File: config.mk
export PLATFORM = sky130hd
export DESIGN_NAME = dcsrv_top
export DESIGN_NICKNAME = d
export VERILOG_FILES = /design/src/rtl/dcsrv_pkg.sv /design/src/rtl/dcsrv_chan.sv /design/src/rtl/dcsrv_top.sv
export SDC_FILE = /design/constraint.sdc
export NUM_CORES = 1
export LEC_CHECK = 0
export ABC_AREA = 1
export BUFFER_PORTS_ARGS = -buffer_cell sky130_fd_sc_hd__buf_2
export CORE_UTILIZATION = 54
export DETAILED_ROUTE_END_ITERATION = 7
export GPL_TIMING_DRIVEN = 0
export PLACE_DENSITY = 0.78
export SKIP_CTS_REPAIR_TIMING = 1
export SKIP_LAST_GASP = 1
export SLEW_MARGIN = 20
export SYNTH_ARGS = -nofsm -noshare
export SYNTH_HDL_FRONTEND = slang
export SYNTH_SLANG_ARGS = --single-unit
File: constraint.sdc
create_clock -name aclk -period 6.94 [get_ports aclk]
set_clock_uncertainty 0.1 [all_clocks]
set_input_delay 0.347 -clock aclk [delete_from_list [all_inputs] [get_ports aclk]]
set_output_delay 0.347 -clock aclk [all_outputs]
set_load 0.02 [all_outputs]
File: src/rtl/dcsrv_pkg.sv
// package: register map, field layout, reset values and timing of the dc servo control
package dcsrv_pkg;
  // register indexes; the byte address is four times the index
  localparam logic [7:0] IDX_ENABLE  = 8'h43;
  localparam logic [7:0] IDX_TRIGGER = 8'h44;
  localparam logic [7:0] IDX_TIMER   = 8'h45;
  localparam logic [7:0] IDX_CNT_LN  = 8'h47;
  localparam logic [7:0] IDX_CNT_HP  = 8'h48;
  localparam logic [7:0] IDX_OFF_CH3 = 8'h49;
  localparam logic [7:0] IDX_OFF_CH0 = 8'h4c;
  localparam logic [7:0] IDX_STATUS  = 8'h4d;
  localparam int         IDX_W       = 8;
  // field positions
  localparam int ENA_LSB      = 0;
  localparam int SINGLE_LSB   = 12;
  localparam int SERIES_LSB   = 8;
  localparam int PER_LN_LSB   = 8;
  localparam int PER_HP_LSB   = 0;
  localparam int CALDONE_LSB  = 8;
  localparam int DACWR_LSB    = 4;
  localparam int STARTUP_LSB  = 0;
  localparam int NCH          = 4;
  localparam int PAIR_SIZE    = 2;
  // reset values
  localparam logic [6:0] SERIES_RST = 7'h2a;
  localparam logic [3:0] PERIOD_RST = 4'ha;
  localparam logic [3:0] PERIOD_OFF = 4'h0;
  // correction limits, two's complement, one step is 0.25 mV
  localparam logic [7:0] OFF_MAX = 8'h7f;
  localparam logic [7:0] OFF_MIN = 8'h80;
  localparam logic [7:0] OFF_ONE = 8'h01;
  // bus responses
  localparam logic [1:0] RESP_OKAY   = 2'h0;
  localparam logic [1:0] RESP_SLVERR = 2'h2;
  // timing
  localparam int CLK_PERIOD_NS = 4;
  localparam int MEAS_TIME_NS  = 64;
  localparam int MEAS_CYC      = (MEAS_TIME_NS + CLK_PERIOD_NS - 1) / CLK_PERIOD_NS;
  localparam int WAIT_W        = 8;
  localparam int TIMER_BASE_NS = 256000000;
  localparam int TICK_CYC      = TIMER_BASE_NS / CLK_PERIOD_NS;
  localparam int TICK_CNT_W    = 16;
  // one-hot states of a channel engine
  typedef enum logic [1:0] {
    ST_IDLE = 2'b01,
    ST_MEAS = 2'b10
  } dcsrv_state_t;
endpackage

File: src/rtl/dcsrv_chan.sv
// one channel of the servo: measure, step the correction, repeat for a series
`timescale 1ns/1ns
module dcsrv_chan #(
  parameter int MEAS_CYC = dcsrv_pkg::MEAS_CYC
) (
  input  wire logic       aclk,
  input  wire logic       aresetn,
  input  wire logic       enable,
  input  wire logic       start_single,
  input  wire logic       start_series,
  input  wire logic       start_periodic,
  input  wire logic [6:0] series_code,
  input  wire logic       meas_above,
  input  wire logic       meas_below,
  output logic            busy_single,
  output logic            busy_series,
  output logic [7:0]      offset
);
  localparam int MEAS_MAX = MEAS_CYC;

  typedef struct packed {
    dcsrv_pkg::dcsrv_state_t          st;
    logic                             single;
    logic                             series;
    logic [6:0]                       left;
    logic [dcsrv_pkg::WAIT_W-1:0]     wait_cnt;
    logic [7:0]                       off;
  } dcsrv_chan_t;

  dcsrv_chan_t s_q;
  dcsrv_chan_t s_d;

  // next state of the engine
  always_comb begin
    s_d = s_q;
    unique case (s_q.st)
      dcsrv_pkg::ST_IDLE: begin
        if (enable && (start_single || start_series || start_periodic)) begin
          s_d.st       = dcsrv_pkg::ST_MEAS;
          s_d.series   = start_series;
          s_d.single   = start_single && !start_series;
          s_d.left     = series_code;
          s_d.wait_cnt = dcsrv_pkg::WAIT_W'(MEAS_CYC - 1);
        end
      end
      dcsrv_pkg::ST_MEAS: begin
        if (!enable) begin
          s_d.st     = dcsrv_pkg::ST_IDLE;
          s_d.single = 1'b0;
          s_d.series = 1'b0;
        end else if (s_q.wait_cnt != '0) begin
          s_d.wait_cnt = s_q.wait_cnt - 1'b1;
        end else begin
          // one step at most, held inside the 8-bit range
          if (meas_above && s_q.off != dcsrv_pkg::OFF_MIN) begin
            s_d.off = s_q.off - dcsrv_pkg::OFF_ONE;
          end else if (meas_below && !meas_above && s_q.off != dcsrv_pkg::OFF_MAX) begin
            s_d.off = s_q.off + dcsrv_pkg::OFF_ONE;
          end
          if (s_q.series && s_q.left != '0) begin
            s_d.left     = s_q.left - 1'b1;
            s_d.wait_cnt = dcsrv_pkg::WAIT_W'(MEAS_CYC - 1);
          end else begin
            s_d.st     = dcsrv_pkg::ST_IDLE;
            s_d.single = 1'b0;
            s_d.series = 1'b0;
          end
        end
      end
      default: begin
        s_d    = '0;
        s_d.st = dcsrv_pkg::ST_IDLE;
      end
    endcase
  end

  // state register
  always_ff @(posedge aclk) begin
    if (!aresetn) begin
      s_q    <= '0;
      s_q.st <= dcsrv_pkg::ST_IDLE;
    end else begin
      s_q <= s_d;
    end
  end

  assign busy_single = s_q.single;
  assign busy_series = s_q.series;
  assign offset      = s_q.off;

  // checks on the engine
  a_step_bound: assert property (@(posedge aclk) disable iff (!aresetn)
    (s_q.off != $past(s_q.off)) |-> ((s_q.off - $past(s_q.off)) == 8'h01 ||
                                     (s_q.off - $past(s_q.off)) == 8'hff))
    else $error("correction moved by more than one step");
  a_disabled_idle: assert property (@(posedge aclk) disable iff (!aresetn)
    !enable |=> (!s_q.single && !s_q.series && s_q.off == $past(s_q.off)))
    else $error("servo acted on a disabled channel");
  a_single_ends: assert property (@(posedge aclk) disable iff (!aresetn)
    $rose(s_q.single) |-> ##[1:MEAS_MAX] !s_q.single)
    else $error("single correction did not clear");
  a_clamp_range: assert property (@(posedge aclk) disable iff (!aresetn)
    (s_q.off == 8'h7f) |=> (s_q.off != 8'h80))
    else $error("correction wrapped past the top");
  a_series_start: assert property (@(posedge aclk) disable iff (!aresetn)
    (s_q.st == dcsrv_pkg::ST_IDLE && enable && start_series) |=> s_q.series)
    else $error("series trigger did not start a run");
endmodule

File: src/rtl/dcsrv_top.sv
// dc servo control: register slave, periodic timers and four channel engines
`timescale 1ns/1ns
module dcsrv_top #(
  parameter int ADDR_W      = 12,
  parameter int MEAS_CYC    = dcsrv_pkg::MEAS_CYC,
  parameter int TICK_CYCLES = dcsrv_pkg::TICK_CYC
) (
  input  wire logic              aclk,
  input  wire logic              aresetn,
  input  wire logic [ADDR_W-1:0] awaddr,
  input  wire logic              awvalid,
  output logic                   awready,
  input  wire logic [31:0]       wdata,
  input  wire logic [3:0]        wstrb,
  input  wire logic              wvalid,
  output logic                   wready,
  output logic [1:0]             bresp,
  output logic                   bvalid,
  input  wire logic              bready,
  input  wire logic [ADDR_W-1:0] araddr,
  input  wire logic              arvalid,
  output logic                   arready,
  output logic [31:0]            rdata,
  output logic [1:0]             rresp,
  output logic                   rvalid,
  input  wire logic              rready,
  input  wire logic [3:0]        meas_above,
  input  wire logic [3:0]        meas_below,
  input  wire logic [3:0]        dac_write_done_flags,
  input  wire logic [3:0]        startup_done_flags,
  output logic [7:0]             headphone_left_offset,
  output logic [7:0]             headphone_right_offset,
  output logic [7:0]             line_left_offset,
  output logic [7:0]             line_right_offset
);
  localparam int NCH = dcsrv_pkg::NCH;
  localparam int TW  = dcsrv_pkg::TICK_CNT_W;

  // pair 0 is headphone, pair 1 is line
  typedef struct packed {
    logic [3:0]         ena;
    logic [3:0]         go_single;
    logic [3:0]         go_series;
    logic [3:0]         go_per;
    logic [1:0][6:0]    cnt;
    logic [1:0][3:0]    per;
    logic [31:0]        presc;
    logic [1:0][TW-1:0] tk;
    logic               aw_have;
    logic [ADDR_W-1:0]  aw_addr;
    logic               w_have;
    logic [31:0]        w_data;
    logic [3:0]         w_strb;
    logic               awready;
    logic               wready;
    logic               bvalid;
    logic [1:0]         bresp;
    logic               arready;
    logic               rvalid;
    logic [1:0]         rresp;
    logic [31:0]        rdata;
  } dcsrv_top_t;

  dcsrv_top_t s_q;
  dcsrv_top_t s_d;

  logic [3:0]      busy_single;
  logic [3:0]      busy_series;
  logic [3:0][7:0] off_w;
  logic            tick;
  logic [1:0]      fire;

  // an address is mapped only if nothing sits above the index bits
  function automatic logic addr_ok(input logic [ADDR_W-1:0] a);
    logic ok;
    ok = ((a >> (dcsrv_pkg::IDX_W + 2)) == '0);
    return ok;
  endfunction

  // register index of a byte address
  function automatic logic [7:0] addr_idx(input logic [ADDR_W-1:0] a);
    logic [7:0] i;
    i = a[dcsrv_pkg::IDX_W+1:2];
    return i;
  endfunction

  // bit mask of the written byte lanes
  function automatic logic [31:0] lane_mask(input logic [3:0] strb);
    logic [31:0] m;
    m = '0;
    for (int b = 0; b < 4; b++) begin
      m[b*8 +: 8] = {8{strb[b]}};
    end
    return m;
  endfunction

  // mapped registers and their value on read
  function automatic logic reg_known(input logic [7:0] idx);
    logic k;
    k = (idx == dcsrv_pkg::IDX_ENABLE) || (idx == dcsrv_pkg::IDX_TRIGGER) ||
        (idx == dcsrv_pkg::IDX_TIMER) || (idx == dcsrv_pkg::IDX_CNT_LN) ||
        (idx == dcsrv_pkg::IDX_CNT_HP) || (idx == dcsrv_pkg::IDX_STATUS) ||
        (idx >= dcsrv_pkg::IDX_OFF_CH3 && idx <= dcsrv_pkg::IDX_OFF_CH0);
    return k;
  endfunction

  function automatic logic [31:0] read_reg(input logic [7:0] idx);
    logic [31:0] r;
    logic [7:0]  ch;
    r  = '0;
    ch = dcsrv_pkg::IDX_OFF_CH0 - idx;
    if (idx == dcsrv_pkg::IDX_ENABLE) begin
      r[dcsrv_pkg::ENA_LSB +: NCH] = s_q.ena;
    end else if (idx == dcsrv_pkg::IDX_TRIGGER) begin
      // a pending start already reads busy
      r[dcsrv_pkg::SINGLE_LSB +: NCH] = busy_single | s_q.go_single;
      r[dcsrv_pkg::SERIES_LSB +: NCH] = busy_series | s_q.go_series;
    end else if (idx == dcsrv_pkg::IDX_TIMER) begin
      r[dcsrv_pkg::PER_LN_LSB +: 4] = s_q.per[1];
      r[dcsrv_pkg::PER_HP_LSB +: 4] = s_q.per[0];
    end else if (idx == dcsrv_pkg::IDX_CNT_LN) begin
      r[6:0] = s_q.cnt[1];
    end else if (idx == dcsrv_pkg::IDX_CNT_HP) begin
      r[6:0] = s_q.cnt[0];
    end else if (idx == dcsrv_pkg::IDX_STATUS) begin
      r[dcsrv_pkg::CALDONE_LSB +: NCH] = dac_write_done_flags | startup_done_flags;
      r[dcsrv_pkg::DACWR_LSB +: NCH]   = dac_write_done_flags;
      r[dcsrv_pkg::STARTUP_LSB +: NCH] = startup_done_flags;
    end else if (idx >= dcsrv_pkg::IDX_OFF_CH3 && idx <= dcsrv_pkg::IDX_OFF_CH0) begin
      r[7:0] = off_w[ch[1:0]];
    end
    return r;
  endfunction

  // expiry count of a pair timer: two to the code ticks, minus one
  function automatic logic [TW-1:0] tk_target(input logic [3:0] code);
    logic [TW-1:0] t;
    t = (TW'(1) << code) - TW'(1);
    return t;
  endfunction

  // base tick every 0.256 s and the pair timer expiries
  assign tick = (s_q.presc == 32'(TICK_CYCLES - 1));
  always_comb begin
    for (int p = 0; p < 2; p++) begin
      fire[p] = tick && (s_q.per[p] != dcsrv_pkg::PERIOD_OFF) &&
                (s_q.tk[p] == tk_target(s_q.per[p]));
    end
  end

  // next state: timers, bus channels and register writes
  always_comb begin
    logic [7:0]  widx;
    logic [31:0] wm;
    logic [31:0] wmerged;
    logic [31:0] wtrig;
    logic        wok;
    s_d       = s_q;
    widx      = addr_idx(s_q.aw_addr);
    wok       = addr_ok(s_q.aw_addr) && reg_known(widx);
    wm        = lane_mask(s_q.w_strb);
    wmerged   = (read_reg(widx) & ~wm) | (s_q.w_data & wm);
    wtrig     = s_q.w_data & wm;
    s_d.go_single = '0;
    s_d.go_series = '0;
    s_d.go_per    = '0;
    s_d.presc     = tick ? '0 : s_q.presc + 32'h1;
    // pair timers; a periodic step goes to each enabled channel of the pair
    for (int p = 0; p < 2; p++) begin
      if (s_q.per[p] == dcsrv_pkg::PERIOD_OFF || fire[p]) begin
        s_d.tk[p] = '0;
      end else if (tick) begin
        s_d.tk[p] = s_q.tk[p] + TW'(1);
      end
    end
    // write address and data are taken in either order
    if (s_q.awready && awvalid) begin
      s_d.aw_have = 1'b1;
      s_d.aw_addr = awaddr;
    end
    if (s_q.wready && wvalid) begin
      s_d.w_have = 1'b1;
      s_d.w_data = wdata;
      s_d.w_strb = wstrb;
    end
    if (s_q.bvalid && bready) begin
      s_d.bvalid = 1'b0;
    end
    // both halves held: perform the write and answer
    if (s_q.aw_have && s_q.w_have && !s_q.bvalid) begin
      s_d.aw_have = 1'b0;
      s_d.w_have  = 1'b0;
      s_d.bvalid  = 1'b1;
      s_d.bresp   = wok ? dcsrv_pkg::RESP_OKAY : dcsrv_pkg::RESP_SLVERR;
      if (wok && widx == dcsrv_pkg::IDX_ENABLE) begin
        s_d.ena = wmerged[dcsrv_pkg::ENA_LSB +: NCH];
      end
      if (wok && widx == dcsrv_pkg::IDX_TRIGGER) begin
        // writing one starts, on enabled channels only
        s_d.go_single = wtrig[dcsrv_pkg::SINGLE_LSB +: NCH] & s_q.ena;
        s_d.go_series = wtrig[dcsrv_pkg::SERIES_LSB +: NCH] & s_q.ena;
      end
      if (wok && widx == dcsrv_pkg::IDX_TIMER) begin
        s_d.per[1] = wmerged[dcsrv_pkg::PER_LN_LSB +: 4];
        s_d.per[0] = wmerged[dcsrv_pkg::PER_HP_LSB +: 4];
        // a new period restarts its pair's count
        for (int p = 0; p < 2; p++) begin
          if (s_d.per[p] != s_q.per[p]) begin
            s_d.tk[p] = '0;
          end
        end
      end
      if (wok && widx == dcsrv_pkg::IDX_CNT_LN) begin
        s_d.cnt[1] = wmerged[6:0];
      end
      if (wok && widx == dcsrv_pkg::IDX_CNT_HP) begin
        s_d.cnt[0] = wmerged[6:0];
      end
    end
    s_d.awready = !s_d.aw_have && !s_d.bvalid;
    s_d.wready  = !s_d.w_have && !s_d.bvalid;
    // periodic starts use the enables as they stand after this cycle's write
    for (int c = 0; c < NCH; c++) begin
      s_d.go_per[c] = fire[c / dcsrv_pkg::PAIR_SIZE] && s_d.ena[c];
    end
    // read channel: one read under way at a time
    if (s_q.rvalid && rready) begin
      s_d.rvalid = 1'b0;
    end
    if (s_q.arready && arvalid) begin
      s_d.rvalid = 1'b1;
      if (addr_ok(araddr) && reg_known(addr_idx(araddr))) begin
        s_d.rdata = read_reg(addr_idx(araddr));
        s_d.rresp = dcsrv_pkg::RESP_OKAY;
      end else begin
        s_d.rdata = '0;
        s_d.rresp = dcsrv_pkg::RESP_SLVERR;
      end
    end
    s_d.arready = !s_d.rvalid;
  end

  // state register with documented reset values
  always_ff @(posedge aclk) begin
    if (!aresetn) begin
      s_q        <= '0;
      s_q.cnt[0] <= dcsrv_pkg::SERIES_RST;
      s_q.cnt[1] <= dcsrv_pkg::SERIES_RST;
      s_q.per[0] <= dcsrv_pkg::PERIOD_RST;
      s_q.per[1] <= dcsrv_pkg::PERIOD_RST;
    end else begin
      s_q <= s_d;
    end
  end

  // channel engines; index 0 hp left, 1 hp right, 2 line left, 3 line right
  for (genvar c = 0; c < NCH; c++) begin : g_ch
    localparam int P = c / dcsrv_pkg::PAIR_SIZE;
    dcsrv_chan #(
      .MEAS_CYC (MEAS_CYC)
    ) u_chan (
      .aclk           (aclk),
      .aresetn        (aresetn),
      .enable         (s_q.ena[c]),
      .start_single   (s_q.go_single[c]),
      .start_series   (s_q.go_series[c]),
      .start_periodic (s_q.go_per[c]),
      .series_code    (s_q.cnt[P]),
      .meas_above     (meas_above[c]),
      .meas_below     (meas_below[c]),
      .busy_single    (busy_single[c]),
      .busy_series    (busy_series[c]),
      .offset         (off_w[c])
    );
  end

  // bus outputs and corrections straight from flip-flops
  assign awready                = s_q.awready;
  assign wready                 = s_q.wready;
  assign bvalid                 = s_q.bvalid;
  assign bresp                  = s_q.bresp;
  assign arready                = s_q.arready;
  assign rvalid                 = s_q.rvalid;
  assign rresp                  = s_q.rresp;
  assign rdata                  = s_q.rdata;
  assign headphone_left_offset  = off_w[0];
  assign headphone_right_offset = off_w[1];
  assign line_left_offset       = off_w[2];
  assign line_right_offset      = off_w[3];

  // checks on the control
  a_trig_gated: assert property (@(posedge aclk) disable iff (!aresetn)
    ((s_q.go_single | s_q.go_series | s_q.go_per) & ~s_q.ena) == 4'h0)
    else $error("start issued to a disabled channel");
  a_count_reset: assert property (@(posedge aclk) disable iff (!aresetn)
    !$past(aresetn) |-> (s_q.cnt[0] == 7'h2a && s_q.cnt[1] == 7'h2a))
    else $error("series counts not at reset value");
  a_period_reset: assert property (@(posedge aclk) disable iff (!aresetn)
    !$past(aresetn) |-> (s_q.per[0] == 4'ha && s_q.per[1] == 4'ha && s_q.ena == 4'h0))
    else $error("period codes or enables not at reset value");
  a_period_off: assert property (@(posedge aclk) disable iff (!aresetn)
    (s_q.per[0] == 4'h0) |=> (s_q.go_per[1:0] == 2'h0))
    else $error("periodic step with the timer off");
  a_write_answer: assert property (@(posedge aclk) disable iff (!aresetn)
    (s_q.aw_have && s_q.w_have && !s_q.bvalid) |=> (s_q.bvalid && !s_q.awready))
    else $error("write not answered on the next cycle");
  // read answers and held responses, pair timer fan-out
  a_read_answer: assert property (@(posedge aclk) disable iff (!aresetn)
    (s_q.arready && arvalid) |=> (s_q.rvalid && !s_q.arready))
    else $error("read not answered on the next cycle");
  a_bresp_hold: assert property (@(posedge aclk) disable iff (!aresetn)
    (s_q.bvalid && !bready) |=> (s_q.bvalid && $stable(s_q.bresp)))
    else $error("write response dropped before it was taken");
  a_rdata_hold: assert property (@(posedge aclk) disable iff (!aresetn)
    (s_q.rvalid && !rready) |=> (s_q.rvalid && $stable(s_q.rdata) && $stable(s_q.rresp)))
    else $error("read data changed before it was taken");
  a_rvalid_clear: assert property (@(posedge aclk) disable iff (!aresetn)
    (s_q.rvalid && rready) |=> !s_q.rvalid)
    else $error("read data still shown after it was taken");
  a_pair_fire: assert property (@(posedge aclk) disable iff (!aresetn)
    fire[0] |=> (s_q.go_per[1:0] == s_q.ena[1:0]))
    else $error("headphone pair missed a periodic step");
  a_line_fire: assert property (@(posedge aclk) disable iff (!aresetn)
    fire[1] |=> (s_q.go_per[3:2] == s_q.ena[3:2]))
    else $error("line pair missed a periodic step");
  c_single: cover property (@(posedge aclk) disable iff (!aresetn) |s_q.go_single);
  c_series: cover property (@(posedge aclk) disable iff (!aresetn) |s_q.go_series);
  c_periodic: cover property (@(posedge aclk) disable iff (!aresetn) |s_q.go_per);
  c_clamped: cover property (@(posedge aclk) disable iff (!aresetn) off_w[3] == dcsrv_pkg::OFF_MAX);
endmodule

# After elaboration in Yosys (flattened, before gate mapping)
# Index checks and enable logic that the tools add are counted.
# totals
wordCells	379
inputBits	83
reg_bits	301
output_inout_bits	73
# op_classes
n_lt_le_gt_ge	6
n_shift	2
n_mux	101
n_eq_ne	65
n_reduce_logical	120
add_sub_neg	23
bitwise	14
# op_table
op	count
two-way mux 8 bit	26
one-hot mux 19 bit (2 select lines)	4
equality test 8 x 7 -> 1 bit (second input constant)	12
two-way mux 16 bit	6
two-way mux 23 bit	4
two-way mux 4 bit	22
two-way mux 19 bit	4
one-hot mux 8 bit (2 select lines)	4
subtractor 8 x 1 -> 8 bit (second input constant)	8
two-way mux 15 bit	4
logical AND 1 bit	50
two-way mux 11 bit	4
two-way mux 37 bit	1
two-way mux 35 bit	1
two-way mux 34 bit	1
two-way mux 33 bit	1
adder 16 x 1 -> 16 bit (second input constant)	2
adder 32 x 1 -> 32 bit (second input constant)	1
adder 8 x 1 -> 8 bit (second input constant)	4
binary-select mux 8 bit (select 2 bit)	2
equality test 16 bit	2
equality test 32 x 26 -> 1 bit (second input constant)	1
two-way mux 32 bit	1
inequality test 8 x 7 -> 1 bit (second input constant)	4
other kinds (40)	162

# Longest topological paths before layout
# depth
word_depth	18
depth_mapped	23
depth_no_buf	19

# Hierarchy
# Synthesis repeated with hierarchy kept, for this count alone.
# hier_totals
cells_unflattened	2903
area_unflattened_um2	18412.7
# modules_own_cells
module	seq_area_each_um2	area_per_inst_um2	instances	cells_each
dcsrv_top	3083.0	9924.5	1	1551
dcsrv_chan	540.5	2122.0	4	338

# Worst setup path before layout
# OpenSTA, ideal clock, no wires.
# synth_path
path_kind	flip-flop to flip-flop
start	register s_q[80] in the netlist's numbering
end	register s_q[95] in the netlist's numbering
t_arrival_ps	2427
setup_time_ps	122
required_time_ps	6718
n_path_buf	4
setup_slack_ps	4291
path_stages_with_launch	24
synth_period_minus_slack_ps	2649
path_cell_list	dfxtp_1 buf_4 inv_2 buf_4 ha_1 clkbuf_1 inv_1 nand3_1 nand2_1 nor2_1 nand2_1 nand2_1 nand2_1 nand2_1 nand2_1 nand2_1 nand2_2 nand2_1 nand2_1 nand2_2 nor2_4 nor2_8 buf_12 nor2_4
# synth_between
elab_chain_cells	16
word_cells_on_any_way	33
classes_between	1 x add/sub; 2 x order compare; 7 x eq/ne; 12 x mux; 2 x bitwise; 9 x reduce/logical
# synth_lines
item	line_no	rtl
from (decl)	dcsrv_top.sv:64	dcsrv_top_t s_q;
subtractor 1 x 2 -> 2 bit	dcsrv_top.sv:111	ch = dcsrv_pkg::IDX_OFF_CH0 - idx;
binary-select mux 8 bit (select 2 bit)	dcsrv_top.sv:130	r[7:0] = off_w[ch[1:0]];
two-way mux 8 bit (implied by the code)	dcsrv_top.sv:130	
two-way mux 8 bit	dcsrv_top.sv:129	end else if (idx >= dcsrv_pkg::IDX_OFF_CH3 && idx <= dcsrv_pkg::IDX_OFF_CH0) begin
two-way mux 8 bit	dcsrv_top.sv:125	end else if (idx == dcsrv_pkg::IDX_STATUS) begin
two-way mux 7 bit	dcsrv_top.sv:123	end else if (idx == dcsrv_pkg::IDX_CNT_HP) begin
two-way mux 7 bit	dcsrv_top.sv:121	end else if (idx == dcsrv_pkg::IDX_CNT_LN) begin
two-way mux 4 bit	dcsrv_top.sv:118	end else if (idx == dcsrv_pkg::IDX_TIMER) begin
two-way mux 8 bit	dcsrv_top.sv:114	end else if (idx == dcsrv_pkg::IDX_TRIGGER) begin
two-way mux 4 bit	dcsrv_top.sv:112	if (idx == dcsrv_pkg::IDX_ENABLE) begin
AND 12 bit	dcsrv_top.sv:162	wmerged = (read_reg(widx) & ~wm) | (s_q.w_data & wm);
OR 12 bit	dcsrv_top.sv:162	
inequality test 4 bit	dcsrv_top.sv:208	if (s_d.per[p] != s_q.per[p]) begin
two-way mux 16 bit	dcsrv_top.sv:208	
two-way mux 32 bit (*)	dcsrv_top.sv:203	if (wok && widx == dcsrv_pkg::IDX_TIMER) begin
two-way mux 33 bit (*)	dcsrv_top.sv:190	if (s_q.aw_have && s_q.w_have && !s_q.bvalid) begin
# Mark *: on every way between the ends. The rest lies on a longest branch, timed or not. The select of a mux whose other input is x is not followed.
# A chain may end at the register's enable or synchronous reset.

# Worst setup path in the final report
# layout_path
start	register s_q[80] in the netlist's numbering
end	register s_q[94] in the netlist's numbering
# The elaborated chain is that of the path after synthesis.

==> flow_metrics.env <==
export IMPL_cp_top_family="simple AND/OR/NAND/NOR gates"
export IMPL_yosysTopAreaCell="dfxtp_1"
export IMPL_muxShareOfSynthArea=0.000589
export IMPL_synth_seq_cells=262
export IMPL_multi_input_area_um2=9760
export IMPL_p_leak_nw=8.37
export IMPL_violations="DRC, hold timing"
export IMPL_fp_dieArea_um2=32200
export IMPL_num_rows=64
export IMPL_netlist_area_um2=17000
export IMPL_cts_htree_levels=1
export IMPL_hold_class="input pin to flip-flop"
export IMPL_numCtsBuffers=29
export IMPL_syn_avg_cell_area_um2=6.62
export IMPL_antenna_found_initial=4
export IMPL_wirelength_mm=51.9
export IMPL_path_common_cell="nand2_1"
export IMPL_ys_seq_area_frac=0.309
export IMPL_post_drt_wl_per_cell_um=16.5
export IMPL_ir_drop_mv=0.175
export IMPL_ys_async_sr_fraction=0
export IMPL_yosysMostFrequentCell="nand2_1"
export IMPL_seqCellArea_um2=5250
export IMPL_grt_pass1_wl_mm=81.6
export IMPL_start_util=0.552
export IMPL_cp_end_kind="flip-flop"
export IMPL_setup_viol=0
export IMPL_grt_overflow_total=0
export IMPL_yosys_area_top_type_share=0.309
export IMPL_start_kind="flip-flop"
export IMPL_syn2layout_area_growth_pct=12.7
export IMPL_min_period_ns=3.37
export IMPL_root_buffer="clkbuf_16"
export IMPL_fin_nets=2879
export IMPL_finalHoldViolations=9
export IMPL_synth_compound_area_frac=0.164
export IMPL_clk_pin_slew_ns=0.06
export IMPL_hold_start="awaddr[10]"
export IMPL_synth_commonest_cells="510 x nand2_1, 317 x inv_1, 287 x nor2_1, 262 x dfxtp_1, 240 x a21oi_1"
export IMPL_ys_types=63
export IMPL_path_max_fanout=10
export IMPL_power_density_nw_per_um2=215
export IMPL_status="finished, violations left"
export IMPL_cpPeakStageDelay_ns=0.36
export IMPL_ios=156
export IMPL_tightest_slew_ns=1.15
export IMPL_drive_gt1_frac=0.124
export IMPL_synth_xor_area_frac=0.0384
export IMPL_die_w_um=179
export IMPL_crit_start="s_q[80]"
export IMPL_critical_path_cell_chain="buf_4, inv_2, buf_4, ha_1, clkbuf_1, inv_1, nand3_1, nand2_1, nor2_1, nand2_1, nand2_1, nand2_1, nand2_1, nand2_1, nand2_1, nand2_2, nand2_1, nand2_1, nand2_2, nor2_4, nor2_8, buf_12, nor2_2"
export IMPL_grt_pass1_vias=16100
export IMPL_ant_nets=0
export IMPL_fp_dieH_um=179
export IMPL_synth_fa_ha_area_frac=0.0489
export IMPL_grt_max_degree=14
export IMPL_cp_required_ns=7.28
export IMPL_yosys_area_share_simple=0.318
export IMPL_synth_top_family_by_area="simple AND/OR/NAND/NOR gates"
export IMPL_hold_ws_ns=-0.0479
export IMPL_port_buffers=113
export IMPL_gp_congestion=1.04
export IMPL_setup_ws_ns=3.57
export IMPL_fillCellCount=2877
export IMPL_grt_usage=0.318
export IMPL_place_ws_ns=3.57
export IMPL_cts_tree="done"
export IMPL_crit_slowest_cell="dfxtp_1"
export IMPL_drtPass1Iterations=8
export IMPL_via_count=17700
export IMPL_r2r_start="s_q[80]"
export IMPL_max_cap_viol_count=0
export IMPL_slew_headroom=0.231
export IMPL_critical_path_arrival_ns=3.71
export IMPL_critPathBufInv=6
export IMPL_core_um2=30700
export IMPL_clk_latency_ns=0.55
export IMPL_cts_buffer_depth=3
export IMPL_synth_cells=2567
export IMPL_synth_edf_count=0
export IMPL_yosysWarnings=0
export IMPL_crit_type="flip-flop to flip-flop"
export IMPL_synth_area_leaders="dfxtp_1 31%, nand2_1 11%, a21oi_1 7.1%"
export IMPL_place_hpwl_mm=39.2
export IMPL_via_per_inst=5.63
export IMPL_tns_ns=0
export IMPL_maxSlewViolCount=0
export IMPL_period_share=0.486
export IMPL_fmax_ghz=0.297
export IMPL_rsz0062_at_grt="false"
export IMPL_cts_sinks=262
export IMPL_synthFlopType="dfxtp_1"
export IMPL_drt_first_iter_violations=1689
export IMPL_drc_errors=8
==> per-layer routing <==
layer	global-route usage	vias up	wire, um
li1	-	8718	-
met1	0.412	8066	21600
met2	0.523	793	23300
met5	0	-	0
met3	0.0498	163	4580
met4	0.140	0	2380
==> final timing paths <==
kind / endpoint / slack [ns] / depth (start not counted)
worst max-delay path: s_q[94] / 3.57 / 23
worst min-delay path: s_q[88] / -0.05 / 3
worst min register to register: awready / 0.36 / 1
worst max register to register: s_q[94] / 3.57 / 23
==> flip-flops by register name, indices dropped and copies added, names as in the netlist <==
register                 flops
bvalid                       1
s_q                        131
rresp                        1
g_ch.u_chan.s_q             68
g_ch.u_chan.busy_single      4
g_ch.u_chan.offset          32
rdata                       16
awready                      1
wready                       1
bresp                        1
rvalid                       1
arready                      1
g_ch.u_chan.busy_series      4
==> logic make-up (layout without fill, tap and decap cells) <==
group                    Yosys count  in the layout
buffers and inverters            462            630
AND/OR/NAND/NOR                 1186           1186
multiplexers                       1              1
adder cells (fa/ha/maj)           64             64
XOR/XNOR                          73             73
other                              1             22
AO/OA/AOI/OAI                    518            518
flip-flops                       262            262
==> cell usage in the layout (no fill, tap or decap), types with 13 or more instances in the layout <==
| cell type | synthesis | final |
|---|---|---|
| ha_1 | 60 | 60 |
| buf_4 | 71 | 71 |
| nand3_1 | 145 | 145 |
| xor2_1 | 58 | 58 |
| nor2_2 | 14 | 14 |
| nor3_1 | 46 | 46 |
| nor4_1 | 23 | 23 |
| inv_2 | 13 | 13 |
| o21ai_0 | 175 | 175 |
| a21oi_1 | 240 | 240 |
| a31oi_1 | 17 | 17 |
| conb_1 | 1 | 18 |
| dfxtp_1 | 262 | 262 |
| o211ai_1 | 15 | 15 |
| nand4_1 | 62 | 62 |
| clkbuf_16 | 0 | 29 |
| nor2_1 | 287 | 287 |
| o22ai_1 | 30 | 30 |
| nand2_1 | 510 | 510 |
| inv_1 | 317 | 317 |
| buf_2 | 6 | 119 |
| clkbuf_1 | 41 | 44 |
| or2_2 | 18 | 18 |
| xnor2_1 | 14 | 14 |
| nand2_2 | 16 | 16 |
==> where the power goes <==
| group | internal [mW] | switching [mW] |
|---|---|---|
| Sequential | 1.58 | 0.0676 |
| Clock | 0.957 | 0.630 |
| Combinational | 0.307 | 0.582 |
==> layout make-up <==
type                       instances  share of cell area
buffer                           125              0.0408
clock buffer                      40              0.0442
clock inverter                    11             0.00732
timing repair buffer             117              0.0316
antenna                            4            0.000523
tap                              396              0.0259
sequential                       262               0.274
inverter                         337              0.0662
multi-input combinational       1860               0.509
==> through the flow <==
step | instance area [um^2] | util | power, mW | instances
finish | 19200 | 0.623 | 4.13 | 3152
CTS | 19100 | 0.621 | 4.12 | 3144
global placement | 18100 | 0.589 | 2.53 | 3093
global route | 19100 | 0.623 | 4.33 | 3150
floorplan | 17100 | - | 2.34 | 2584
detailed placement | 18100 | 0.589 | 2.56 | 3093
==> tightest hold or removal path: cells and delay by family <==
| kind | cells | cell delay (ns) |
|---|---|---|
| AO/OA/AOI/OAI | 1 | 0.07 |
| AND/OR/NAND/NOR | 1 | 0.07 |
| buffers and inverters | 1 | 0.07 |
Power figures use the tool's default switching activity.
